[config.mk]
export PLATFORM = sky130hd
export DESIGN_NAME = cpms_top
export DESIGN_NICKNAME = d
export VERILOG_FILES = /design/src/hdl/cpms_pkg.sv /design/src/hdl/cpms_sync.sv /design/src/hdl/cpms_top.sv
export SDC_FILE = /design/constraint.sdc
export NUM_CORES = 1
export LEC_CHECK = 0
export ABC_AREA = 1
export BUFFER_PORTS_ARGS = -buffer_cell sky130_fd_sc_hd__buf_2
export CAP_MARGIN = 30
export CELL_PAD_IN_SITES_DETAIL_PLACEMENT = 1
export CELL_PAD_IN_SITES_GLOBAL_PLACEMENT = 2
export CORE_MARGIN = 2
export CORE_UTILIZATION = 33
export CTS_BUF_LIST = sky130_fd_sc_hd__clkbuf_16
export CTS_CLUSTER_SIZE = 10
export DETAILED_ROUTE_END_ITERATION = 10
export GPL_ROUTABILITY_DRIVEN = 1
export GPL_TIMING_DRIVEN = 0
export PLACE_DENSITY_LB_ADDON = 0.1
export RECOVER_POWER = 50
export SYNTH_ARGS = -nofsm -noshare
export SYNTH_HDL_FRONTEND = slang
export SYNTH_SLANG_ARGS = --single-unit
[constraint.sdc]
create_clock -name CLOCK -period 10.29 [get_ports CLOCK]
set_input_delay 1.5435 -clock CLOCK [delete_from_list [all_inputs] [get_ports CLOCK]]
set_output_delay 1.5435 -clock CLOCK [all_outputs]
set_load 0.03 [all_outputs]
[src/hdl/cpms_pkg.sv]
/*
 Package for the per-CPU power-mode sequencer: build options, widths,
 mode encoding and the per-CPU state record of the sequencer top.
 Assumes a single CPU clock domain and an asynchronous active-high reset.
*/
package cpms_pkg;

    // Build options
    localparam int  CPMS_NUM_CPUS      = 4;
    localparam int  CPMS_MAX_CPUS      = 4;
    localparam int  CPMS_IRQ_WIDTH     = 32;
    localparam int  CPMS_IRQ_STEP      = 32;
    localparam int  CPMS_IRQ_MAX       = 224;
    localparam bit  CPMS_PWR_WRAPPERS  = 1'b0;
    localparam int  CPMS_IRQ_PER_CPU   = (CPMS_IRQ_WIDTH > 0) ? CPMS_IRQ_WIDTH : 1;

    // Reset values
    localparam logic CPMS_RST_CLK_EN   = 1'b1;
    localparam logic CPMS_RST_PWR_REQ  = 1'b0;

    // Power modes of one CPU
    typedef enum logic [2:0]
    {
        CPMS_RUN,
        CPMS_STANDBY,
        CPMS_SAVE,
        CPMS_BARRIER,
        CPMS_READY,
        CPMS_DORMANT,
        CPMS_SHUTDOWN
    } cpms_mode_type;

    // State of one CPU's sequencer
    typedef struct packed
    {
        cpms_mode_type mode;
        logic          clk_en;
        logic          irq_block;
        logic          pwr_ready;
        logic          clamp_req;
        logic          retain;
    } cpms_cpu_type;

endpackage : cpms_pkg

[src/hdl/cpms_sync.sv]
/*
 Two-flop level synchroniser for a bus of asynchronous inputs.
 Assumes the inputs are levels held longer than two clock periods.
*/
module cpms_sync
    import cpms_pkg::*;
#(
    parameter int WIDTH = 1
)
(
    // Clock and reset
    input  wire logic             clk,
    input  wire logic             rst,
    // Data
    input  wire logic [WIDTH-1:0] d,
    output logic      [WIDTH-1:0] q
);

    typedef struct packed
    {
        logic [WIDTH-1:0] meta;
        logic [WIDTH-1:0] stable;
    } cpms_sync_type;

    cpms_sync_type state;
    cpms_sync_type next_state;

    // First stage is read only by the second stage
    always_comb
    begin
        next_state        = state;
        next_state.meta   = d;
        next_state.stable = state.meta;
    end

    always_ff @(posedge clk or posedge rst)
    begin
        if (rst)
        begin
            state <= '0;
        end
        else
        begin
            state <= next_state;
        end
    end

    assign q = state.stable;

endmodule : cpms_sync

[src/hdl/cpms_top.sv]
/*
 Per-CPU power-mode sequencer: run, standby, dormant and shutdown with
 the save handshake toward the external power controller.
 Outputs are registered copies of each CPU's state record.
 Assumes interrupts, debug requests and controller inputs arrive
 asynchronously; the CPU core drives its own requests on this clock.
*/
module cpms_top
    import cpms_pkg::*;
(
    // Clock and reset
    input  wire logic                                 CLOCK,
    input  wire logic                                 RST,
    // Wake sources, asynchronous
    input  wire logic [CPMS_NUM_CPUS*CPMS_IRQ_PER_CPU-1:0] IRQ_N,
    input  wire logic [CPMS_NUM_CPUS-1:0]              DEBUG_REQ,
    // Requests from each CPU core, same clock
    input  wire logic [CPMS_NUM_CPUS-1:0]              STANDBY_REQ,
    input  wire logic [CPMS_NUM_CPUS-1:0]              DORMANT_REQ,
    input  wire logic [CPMS_NUM_CPUS-1:0]              SHUTDOWN_REQ,
    input  wire logic [CPMS_NUM_CPUS-1:0]              SAVE_DONE,
    input  wire logic [CPMS_NUM_CPUS-1:0]              BARRIER_DONE,
    // From the power controller, asynchronous
    input  wire logic [CPMS_NUM_CPUS-1:0]              PWR_OFF,
    input  wire logic [CPMS_NUM_CPUS-1:0]              CPU_RESET,
    // Status and controls
    output logic      [CPMS_NUM_CPUS*3-1:0]            MODE,
    output logic      [CPMS_NUM_CPUS-1:0]              CLK_EN,
    output logic      [CPMS_NUM_CPUS-1:0]              IRQ_BLOCK,
    output logic      [CPMS_NUM_CPUS-1:0]              PWR_READY,
    output logic      [CPMS_NUM_CPUS-1:0]              CLAMP_REQ,
    output logic      [CPMS_NUM_CPUS-1:0]              CACHE_RETAIN
);

    localparam int N = CPMS_NUM_CPUS;
    localparam int W = CPMS_IRQ_PER_CPU;

    // One record per CPU, registered as a whole
    typedef struct packed
    {
        cpms_cpu_type [N-1:0] cpu;
    } cpms_top_type;

    cpms_top_type state;
    cpms_top_type next_state;

    // Synchronised wake and controller inputs, all active high
    logic [N*W-1:0] irq_s;
    logic [N-1:0]   dbg_s;
    logic [N-1:0]   off_s;
    logic [N-1:0]   crst_s;

    // Asynchronous inputs pass two flops first
    // Interrupt lines enter inverted: a cleared synchroniser then reads
    // idle, where a cleared active-low copy would fake a wake after reset
    cpms_sync #(.WIDTH(N*W)) u_sync_irq
    (
        .clk (CLOCK),
        .rst (RST),
        .d   (~IRQ_N),
        .q   (irq_s)
    );

    cpms_sync #(.WIDTH(3*N)) u_sync_misc
    (
        .clk (CLOCK),
        .rst (RST),
        .d   ({DEBUG_REQ, PWR_OFF, CPU_RESET}),
        .q   ({dbg_s, off_s, crst_s})
    );

    // Any asserted line wakes; no mask is consulted here
    function automatic logic cpms_irq_any(input logic [W-1:0] lines);
        // A build with no interrupt bus never wakes this way
        cpms_irq_any = (CPMS_IRQ_WIDTH > 0) && (|lines);
    endfunction : cpms_irq_any

    // Fill the derived outputs of one CPU from its mode
    function automatic cpms_cpu_type cpms_outputs(input cpms_cpu_type c);
        cpms_outputs           = c;
        cpms_outputs.clk_en    = (c.mode == CPMS_RUN) || (c.mode == CPMS_SAVE)
                                 || (c.mode == CPMS_BARRIER);
        cpms_outputs.irq_block = (c.mode == CPMS_SAVE) || (c.mode == CPMS_BARRIER)
                                 || (c.mode == CPMS_READY);
        cpms_outputs.pwr_ready = (c.mode == CPMS_READY);
        cpms_outputs.clamp_req = (c.mode == CPMS_DORMANT);
        cpms_outputs.retain    = (c.mode != CPMS_SHUTDOWN);
    endfunction : cpms_outputs

    // Per-CPU mode sequencing
    always_comb
    begin
        next_state = state;
        for (int i = 0; i < N; i++)
        begin
            case (state.cpu[i].mode)
                CPMS_RUN:
                begin
                    // Wake events have no effect here
                    // Standby takes priority over the power-off requests
                    if (STANDBY_REQ[i])
                    begin
                        next_state.cpu[i].mode = CPMS_STANDBY;
                    end
                    else if (CPMS_PWR_WRAPPERS && SHUTDOWN_REQ[i])
                    begin
                        next_state.cpu[i].mode = CPMS_SAVE;
                    end
                    else if (CPMS_PWR_WRAPPERS && DORMANT_REQ[i])
                    begin
                        next_state.cpu[i].mode = CPMS_DORMANT;
                    end
                end
                CPMS_STANDBY:
                begin
                    // Exactly three wake causes
                    // Causes arrive through the synchronisers, two edges late
                    if (cpms_irq_any(irq_s[i*W +: W]) || dbg_s[i] || crst_s[i])
                    begin
                        next_state.cpu[i].mode = CPMS_RUN;
                    end
                end
                CPMS_SAVE:
                begin
                    // Software copies state out; interrupts held off
                    if (SAVE_DONE[i])
                    begin
                        next_state.cpu[i].mode = CPMS_BARRIER;
                    end
                end
                CPMS_BARRIER:
                begin
                    // Clocks stay on so outstanding accesses can finish
                    // Ready only once memory accesses drain
                    if (BARRIER_DONE[i])
                    begin
                        next_state.cpu[i].mode = CPMS_READY;
                    end
                end
                CPMS_READY:
                begin
                    // Power is removed by the controller, never by this block
                    if (off_s[i])
                    begin
                        next_state.cpu[i].mode = CPMS_SHUTDOWN;
                    end
                end
                CPMS_DORMANT, CPMS_SHUTDOWN:
                begin
                    // Return only by reset after power comes back
                    if (crst_s[i])
                    begin
                        next_state.cpu[i].mode = CPMS_RUN;
                    end
                end
                default:
                begin
                    // Unused codes fall back to run
                    next_state.cpu[i].mode = CPMS_RUN;
                end
            endcase
            // Outputs are registered with the mode, so they never glitch
            next_state.cpu[i] = cpms_outputs(next_state.cpu[i]);
        end
    end

    // Reset lands every CPU in run with clocks on
    // Reset branch holds constants only
    always_ff @(posedge CLOCK or posedge RST)
    begin
        if (RST)
        begin
            for (int i = 0; i < N; i++)
            begin
                state.cpu[i].mode      <= CPMS_RUN;
                state.cpu[i].clk_en    <= CPMS_RST_CLK_EN;
                state.cpu[i].irq_block <= 1'b0;
                state.cpu[i].pwr_ready <= CPMS_RST_PWR_REQ;
                state.cpu[i].clamp_req <= 1'b0;
                state.cpu[i].retain    <= 1'b1;
            end
        end
        else
        begin
            state <= next_state;
        end
    end

    // Outputs straight from the state flops
    // Plain wiring: no logic between the flops and the pins
    always_comb
    begin
        for (int i = 0; i < N; i++)
        begin
            MODE[i*3 +: 3]  = state.cpu[i].mode;
            CLK_EN[i]       = state.cpu[i].clk_en;
            IRQ_BLOCK[i]    = state.cpu[i].irq_block;
            PWR_READY[i]    = state.cpu[i].pwr_ready;
            CLAMP_REQ[i]    = state.cpu[i].clamp_req;
            CACHE_RETAIN[i] = state.cpu[i].retain;
        end
    end

endmodule : cpms_top
# == Word level (Yosys, flattened, before mapping) ==
# Cells that the tools add are included.
# Widths: inputs -> output; s select.
# classes
n_eq_ne,44
mux,28
n_reduce_logical,40
bitwise,1
# ops
op,n
$not 128->128,1
$reduce_or 32->1,4
$mux 3,24
$pmux 3 s6,4
$eq 3x3->1 const B,20
$eq 3x2->1 const B,16
$logic_not 3->1,8
$logic_or 1x1->1,24
$eq 3x1->1 const B,4
$ne 3x3->1 const B,4
$reduce_or 2->1,4
# totals
in_bits,162
register_bits,312
out_inout_bits,32

# == Logic depth before layout (Yosys ltp) ==
# Gate-level depths: netlist of run 1.
# logic_depth
ltp_word,8
mapped_depth,9

# == Cells and area by module ==
# A second synthesis of run 1 with hierarchy kept.
# unflattened
hier_cells,698
hier_area_um2,9432.8
# by_module_without_submodules
mod,area_per_inst_um2,n_inst,seq_area_each_um2,cells_per_inst
cpms_sync at u_sync_irq,6409.9,1,6406.1,257
cpms_top,2418.6,1,810.8,416
cpms_sync at u_sync_misc,604.3,1,600.6,25

# == Least setup slack after synthesis of run 1 ==
# No wires, ideal clock.
# synth_path
kind,input -> register
start,input port BARRIER_DONE[3]
end,"register state, in the netlist IRQ_BLOCK[3]"
setup_slack_ns,8.020
setup_ns,0.066
required_time_ns,10.224
t_arrival_ns,2.203
n_path_buf,0
stages,7
path_cell_list,inv_1 > nand3_2 > o21ai_1 > or2_0 > nor2_2 > nand4_1 > nand2_1
# synth_rtl
item,line_no,text
"start, declared",cpms_top.sv:22,"input wire logic [CPMS_NUM_CPUS-1:0] BARRIER_DONE,"
"end signal, assigned",cpms_top.sv:185,state <= next_state;
"end, declared",cpms_top.sv:44,cpms_top_type state;

==> results of run 1 <==
## layer usage
layer | track usage | vias up | wire [µm]
met2 | 0.210 | 138 | 8850
met4 | 0.0364 | 0 | 377
met3 | 0.0336 | 38 | 1020
met5 | 0 | - | 0
li1 | - | 2465 | -
met1 | 0.155 | 2588 | 7380
## flip-flops by register name, summed over array words and instances (netlist names)
signal,cells
u_sync_misc.next_state,12
MODE,12
u_sync_irq.q,128
CACHE_RETAIN,4
PWR_READY,4
u_sync_misc.q,12
CLK_EN,4
CLAMP_REQ,4
IRQ_BLOCK,4
u_sync_irq.next_state,128
## power by group through the flow
| stage | combinational, mW | sequential [mW] | clock, mW |
|---|---|---|---|
| after floorplan | 0.0949 | 1.40 | 0 |
| after global placement | 0.210 | 1.36 | 0 |
| after detailed placement | 0.219 | 1.37 | 0 |
| after CTS | 0.221 | 1.34 | 1.20 |
| after global routing | 0.234 | 1.35 | 1.26 |
| final | 0.205 | 1.34 | 1.15 |
## worst max-delay path by stage
stage | end | cells past startpoint
after CTS | MODE[2] | 1
final | u_sync_irq.next_state[52] | 3
after global routing | u_sync_misc.q[6] | 2
after global placement | u_sync_irq.next_state[50] | 2
after detailed placement | u_sync_irq.next_state[7] | 3
after floorplan | CLAMP_REQ[0] | 1
## layout by cell type (no fill, tap or decap), types with 9 or more instances in the layout
master                      synthesis  layout
sky130_fd_sc_hd__a21oi_1            9       9
sky130_fd_sc_hd__buf_2              0     173
sky130_fd_sc_hd__clkbuf_1           0      12
sky130_fd_sc_hd__clkbuf_16          0      39
sky130_fd_sc_hd__dfrtp_1          304     304
sky130_fd_sc_hd__inv_1            157     178
sky130_fd_sc_hd__nand2_1           48      48
sky130_fd_sc_hd__nand3_1           15      15
sky130_fd_sc_hd__nor2_1            84      85
sky130_fd_sc_hd__nor3_1             8      10
## area by class of cell
cell class              count  area, µm²  share of cell area
flip-flops and latches    312       7820               0.655
well taps                 378        473              0.0396
repair buffers            187        966              0.0809
clock buffers              39        976              0.0817
inverters                 163        613              0.0513
clock inverters            22        114             0.00953
multi-input cells         209        982              0.0823
## logic make-up after synthesis
kind of cell | after synthesis | share of synthesized area
buffers and inverters | 163 | 0.0648
AND/OR/NAND/NOR | 187 | 0.0891
AO/OA/AOI/OAI | 22 | 0.0187
flip-flops | 312 | 0.827
## metrics by stage
| stage | utilization | cell area (µm²) | TNS (ns) | cells | worst slack, ns |
|---|---|---|---|---|---|
| CTS | 0.428 | 12000 | 0 | 1310 | 7.46 |
| detailed placement | 0.389 | 10900 | 0 | 1249 | 7.48 |
| floorplan | - | 9450 | 0 | 684 | 0.130 |
| global route | 0.426 | 11900 | 0 | 1310 | 5.81 |
| global placement | 0.387 | 10800 | -694.80 | 1247 | -2.30 |
| finish | 0.426 | 11900 | 0 | 1310 | 6.42 |
==> flow_summary.json, run 1 <==
{
  "result_of_the_run": "complete, but fails checks",
  "violations": "max-capacitance violations, max-slew violations",
  "actual_slew_at_the_worst_max_slew_pin_ns": 3.76,
  "ctsLongestPathBuffers": 3,
  "comb_power_share": 0.076,
  "route.antenna.remaining_nets": 0,
  "route.detailed.drc": 0,
  "maximum_capacitance_violations": 1,
  "async_reset_ff_frac": 1.00,
  "place.port_buffers": 185,
  "synth_ff_type": "sky130_fd_sc_hd__dfrtp_1",
  "cell_type_with_the_highest_aggregate_area_in_the_netlist": "sky130_fd_sc_hd__dfrtp_1",
  "gp_routability_congestion": 0.766,
  "post-layout-total-power_mw": 2.70,
  "std_cell_rows": 61,
  "cp_slowest_cell": "sky130_fd_sc_hd__clkinvlp_2",
  "wire_per_inst_um": 13.5,
  "synth-edff-count": 0,
  "worst-r2r-setup-slack_ns": 8.71,
  "syn-instance-count": 684,
  "worst_hold_path_type": "flop to flop",
  "achievable-frequency_ghz": 0.258,
  "worst_hold_startpoint": "u_sync_irq.next_state[103]",
  "synthesized_area_per_cell_um2": 13.8,
  "share_clk_of_total_power": 0.427,
  "numCtsBuffers": 37,
  "post_dp_hpwl_um": 12200,
  "cp.arrival_ns": 4.41,
  "aggregate_global_routing_overflow": 0,
  "period_needed_ns": 3.87,
  "iter_0_drt_violations": 263,
  "critical-path-top-delay-family": "buffers and inverters",
  "die-width_um": 173,
  "timing.max_slew.rel_slack": -1.52,
  "synth.net_count": 846,
  "netSwitchingPower_uw": 628,
  "post_route_cells_drive_above_1_share": 0.262,
  "clkTransAtPathRegs_ns": 0.05,
  "io-pin-count": 194,
  "grt_first_pass_wirelength_um": 29700,
  "yosysTopAreaCellShare": 0.805,
  "post_synth_num_cell_types": 30,
  "number_of_antenna_violations_at_the_first_check_in_global_routing": 0,
  "required_ns": 10.83,
  "yosysSeqAreaShare": 0.827,
  "finalWirelength_um": 17600,
  "setup.worst_path.class": "input port to asynchronous set/reset pin",
  "die_h_um": 173,
  "cts_setup_buffers": 0,
  "ys_top_cells_by_count": "sky130_fd_sc_hd__dfrtp_1 (304), sky130_fd_sc_hd__inv_1 (157), sky130_fd_sc_hd__nor2_1 (84), sky130_fd_sc_hd__nand2_1 (48), sky130_fd_sc_hd__nand3_1 (15)",
  "share_seq_of_total_power": 0.497,
  "fillers": 3022,
  "ctsRootBufferMaster": "sky130_fd_sc_hd__clkbuf_16",
  "p_sw_frac": 0.232,
  "finalHoldViolations": 0,
  "ctsHtreeMaxLevel": 2,
  "critical_path_source": "RST",
  "initial_util": 0.337,
  "route.vias.total": 5229,
  "endpoint_worst_hold": "u_sync_irq.q[103]",
  "critPathCaptureType": "asynchronous set/reset pin",
  "synth.most_common_cell": "sky130_fd_sc_hd__dfrtp_1",
  "timing.final.crit_share": 0.376,
  "crit-reg2reg-capture": "IRQ_BLOCK[0]",
  "final_max_slew_viols": 86,
  "hold_path_depth": 0,
  "mappedNetlistArea_um2": 9450,
  "cts-resized-gates": 0,
  "tritoncts": "built",
  "die-area_um2": 30000,
  "crit_path_cell_chain": "buf_2, clkinvlp_2, buf_16",
  "synth.area.top_cells": "sky130_fd_sc_hd__dfrtp_1 (81%), sky130_fd_sc_hd__inv_1 (6.2%), sky130_fd_sc_hd__nor2_1 (3.3%)",
  "clock-sinks": 312,
  "num_antenna_cells": 0,
  "worst_setup_path_start_kind": "input port",
  "number_of_iterations_in_the_first_detailed_routing_pass": 3,
  "ys_seq_elements": 312,
  "timing.critical_path.fanout_max": 144,
  "first_global_vias": 5978,
  "drt-vias-per-instance": 3.99,
  "power_density_nw_per_um2": 226,
  "whs_ns": 0.337,
  "timing.rr.start": "MODE[2]",
  "final-setup-viol-count": 0,
  "clock-skew-final_ns": 0.0152,
  "max-vdd-ir-drop_v": 0.000107,
  "internal_power_mw": 2.07,
  "yosysWarnings": 0,
  "growth_of_design_area_from_synthesis_to_finish_pct": 26.4,
  "cp.buffers_inverters": 3,
  "worst_r2r_path_depth": 4,
  "grt_max_degree": 145,
  "core_area_um2": 28000,
  "rsz0062_at_grt": "no",
  "layout.nets": 1072,
  "clock_latency_ns": 0.50,
  "worst_path_largest_cell_delay_ns": 2.10,
  "cts-hold-fix-buffers": 0,
  "gr-usage-all-layers": 0.124,
  "leakage_nw": 6.19
}
Power figures use the tool's default switching activity.
==> run 2: changes to the inputs <==
ABC_AREA = 0   (was 1)
CORE_UTILIZATION = 37   (was 33)
clock period = 3.9 ns   (was 10.29 ns; I/O delays follow)
==> flow_summary.json, run 2 <==
{
  "fillers": 2522,
  "timing.final.crit_share": 0.470,
  "gp_routability_congestion": 0.754,
  "cts-resized-gates": 0,
  "synth.net_count": 746,
  "layout.nets": 978,
  "critical-path-top-delay-family": "flip-flops",
  "cell_type_with_the_highest_aggregate_area_in_the_netlist": "sky130_fd_sc_hd__dfrtp_1",
  "aggregate_global_routing_overflow": 0,
  "muxShareOfSynthArea": 0.00271,
  "final-setup-viol-count": 0,
  "final_max_slew_viols": 0,
  "result_of_the_run": "finished clean",
  "cp.buffers_inverters": 1,
  "ctsRootBufferMaster": "sky130_fd_sc_hd__clkbuf_16",
  "number_of_antenna_violations_at_the_first_check_in_global_routing": 2,
  "place.port_buffers": 185,
  "achievable-frequency_ghz": 0.545,
  "route.detailed.drc": 0,
  "finalHoldViolations": 0,
  "cts_setup_buffers": 0,
  "first_global_vias": 5676,
  "cts-hold-fix-buffers": 0,
  "clock-sinks": 312,
  "setup_total_negative_slack_ns": 0,
  "clock_latency_ns": 0.49,
  "fraction_of_the_mapped_netlist_area_in_adder_cells": 0.00447,
  "std_cell_rows": 57,
  "mostFrequentLayoutCells": "sky130_fd_sc_hd__dfrtp_1 (304), sky130_fd_sc_hd__buf_2 (171), sky130_fd_sc_hd__inv_1 (161), sky130_fd_sc_hd__clkbuf_16 (37), sky130_fd_sc_hd__nor4_1 (32)",
  "ctsLongestPathBuffers": 3,
  "wire_per_inst_um": 14.2,
  "postPlaceCellArea_um2": 10700,
  "timing.critical_path.fanout_max": 9,
  "placed_insts": 1101,
  "cp.arrival_ns": 1.25,
  "initial_util": 0.378,
  "io-pin-count": 194,
  "crit_path_cell_chain": "buf_2",
  "die_h_um": 162,
  "post_route_cells_drive_above_1_share": 0.287,
  "synth_ff_type": "sky130_fd_sc_hd__dfrtp_1",
  "mostFrequentLayoutCell": "sky130_fd_sc_hd__dfrtp_1",
  "critPathCaptureType": "primary output",
  "synth_simple_gate_area_share": 0.0624,
  "finalWirelength_um": 16500,
  "clkTransAtPathRegs_ns": 0.05,
  "worst_setup_path_start_kind": "flop",
  "synthesized_area_per_cell_um2": 15.8,
  "syn-instance-count": 584,
  "setup.worst_path.class": "flop to primary output",
  "post_dp_hpwl_um": 12000,
  "yosysWarnings": 0,
  "rsz0062_at_grt": "no",
  "yosysTopAreaCellShare": 0.824,
  "worst_path_largest_cell_delay_ns": 0.50,
  "post_synth_xor_area_fraction": 0,
  "worst_hold_path_type": "input port to flop",
  "core_area_um2": 24400,
  "route.vias.total": 4866,
  "ys_top_cells_by_count": "sky130_fd_sc_hd__dfrtp_1 (304), sky130_fd_sc_hd__inv_1 (138), sky130_fd_sc_hd__nor4_1 (32), sky130_fd_sc_hd__nand2_1 (10)",
  "finish.instance_area_um2": 11700,
  "die-width_um": 162,
  "ys_seq_elements": 312,
  "required_ns": 3.31,
  "max-vdd-ir-drop_v": 0.000352,
  "die-area_um2": 26200,
  "numCtsBuffers": 37,
  "largest_family_of_logic_cells_by_synthesized_area": "simple AND/OR/NAND/NOR gates",
  "power_density_nw_per_um2": 621,
  "mappedNetlistArea_um2": 9230,
  "cp_slowest_cell": "sky130_fd_sc_hd__dfrtp_1",
  "route.antenna.remaining_nets": 0,
  "timing.max_slew.rel_slack": 0.463,
  "clock-skew-final_ns": 0.00659,
  "actual_slew_at_the_worst_max_slew_pin_ns": 0.801,
  "final-instance-count-excl-fill": 1167,
  "iter_0_drt_violations": 201,
  "grt_max_degree": 48,
  "tritoncts": "built",
  "synth.area.top_cells": "sky130_fd_sc_hd__dfrtp_1 (82%), sky130_fd_sc_hd__inv_1 (5.6%), sky130_fd_sc_hd__dfstp_2 (2.3%)",
  "ctsHtreeMaxLevel": 2,
  "post_synth_num_cell_types": 41,
  "gr-usage-all-layers": 0.134,
  "grt_first_pass_wirelength_um": 27600,
  "growth_of_design_area_from_synthesis_to_finish_pct": 27.2,
  "number_of_iterations_in_the_first_detailed_routing_pass": 4,
  "leakage_nw": 6.01,
  "synth_compound_area_frac": 0.0243,
  "yosysSeqAreaShare": 0.847,
  "synth-edff-count": 0,
  "maximum_capacitance_violations": 0,
  "period_needed_ns": 1.83,
  "drt-vias-per-instance": 4.17,
  "synth.most_common_cell": "sky130_fd_sc_hd__dfrtp_1",
  "async_reset_ff_frac": 1.00
}
-- run 2: cell count changes after synthesis, moves of 5 or more --
cell,previous run,this run
sky130_fd_sc_hd__nand2_1,48,10
sky130_fd_sc_hd__nor2_1,84,7
sky130_fd_sc_hd__nor4_1,3,32
sky130_fd_sc_hd__nand2b_1,0,5
sky130_fd_sc_hd__nor2b_1,0,7
sky130_fd_sc_hd__a21oi_1,9,3
sky130_fd_sc_hd__nand3_1,15,7
sky130_fd_sc_hd__inv_2,6,0
sky130_fd_sc_hd__nand2_2,5,0
sky130_fd_sc_hd__inv_1,157,138
-- run 2: area by class of cell --
class | count | area (µm²) | share of cell area
diodes | 2 | 5.00 | 0.000426
plain buffers | 3 | 27.5 | 0.00235
clock buffers | 37 | 926 | 0.0789
clock inverters | 27 | 103 | 0.00874
inverters | 138 | 519 | 0.0442
multi-input cells | 131 | 866 | 0.0738
flip-flops and latches | 312 | 7820 | 0.666
well taps | 324 | 405 | 0.0345
repair buffers | 193 | 1070 | 0.0909
-- run 2: through the flow --
stage	utilization	hold slack, ns	worst slack, ns	power, mW
after detailed placement	0.440	0.336	2.17	4.51
after global routing	0.481	0.181	1.99	7.67
after global placement	0.433	0.332	-2.05	4.45
final	0.481	0.203	2.07	7.28
after CTS	0.482	0.0805	2.03	7.43
after floorplan	-	0.331	-0.833	4.20
-- run 2: cells by family (layout without fill, tap and decap cells) --
group,Yosys count,after routing
flops,312,312
buf+inv,141,398
simple gates,97,97
compound gates,28,28
fa+ha+maj,4,4
mux,2,2
other cells,0,2
-- run 2: worst paths after layout --
path,slack [ns],depth (start not counted),start,end
max in group asynchronous,2.49,5,RST,CACHE_RETAIN[2]
worst min-delay path,0.20,1,CPU_RESET[3],u_sync_misc.next_state[3]
min in group asynchronous,0.21,2,RST,u_sync_misc.next_state[9]
worst min register to register,0.35,0,u_sync_irq.next_state[99],u_sync_irq.q[99]
worst max-delay path,2.07,1,MODE[4],MODE[4]
worst max register to register,2.40,4,MODE[4],MODE[3]
-- run 2: layer usage --
metal / share of wire / vias up / global-route usage
met5: 0 / - / 0
met1: 0.41 / 2415 / 0.163
met4: 0.023 / 0 / 0.0499
met2: 0.51 / 135 / 0.232
li1: - / 2283 / -
met3: 0.058 / 33 / 0.0337
-- run 2: power by group --
| part | leakage (nW) | total, mW | switching [mW] | internal, mW |
|---|---|---|---|---|
| combinational | 1.75 | 0.829 | 0.517 | 0.312 |
| sequential | 3.67 | 3.60 | 0.113 | 3.49 |
| clock | 0.591 | 2.85 | 1.15 | 1.70 |
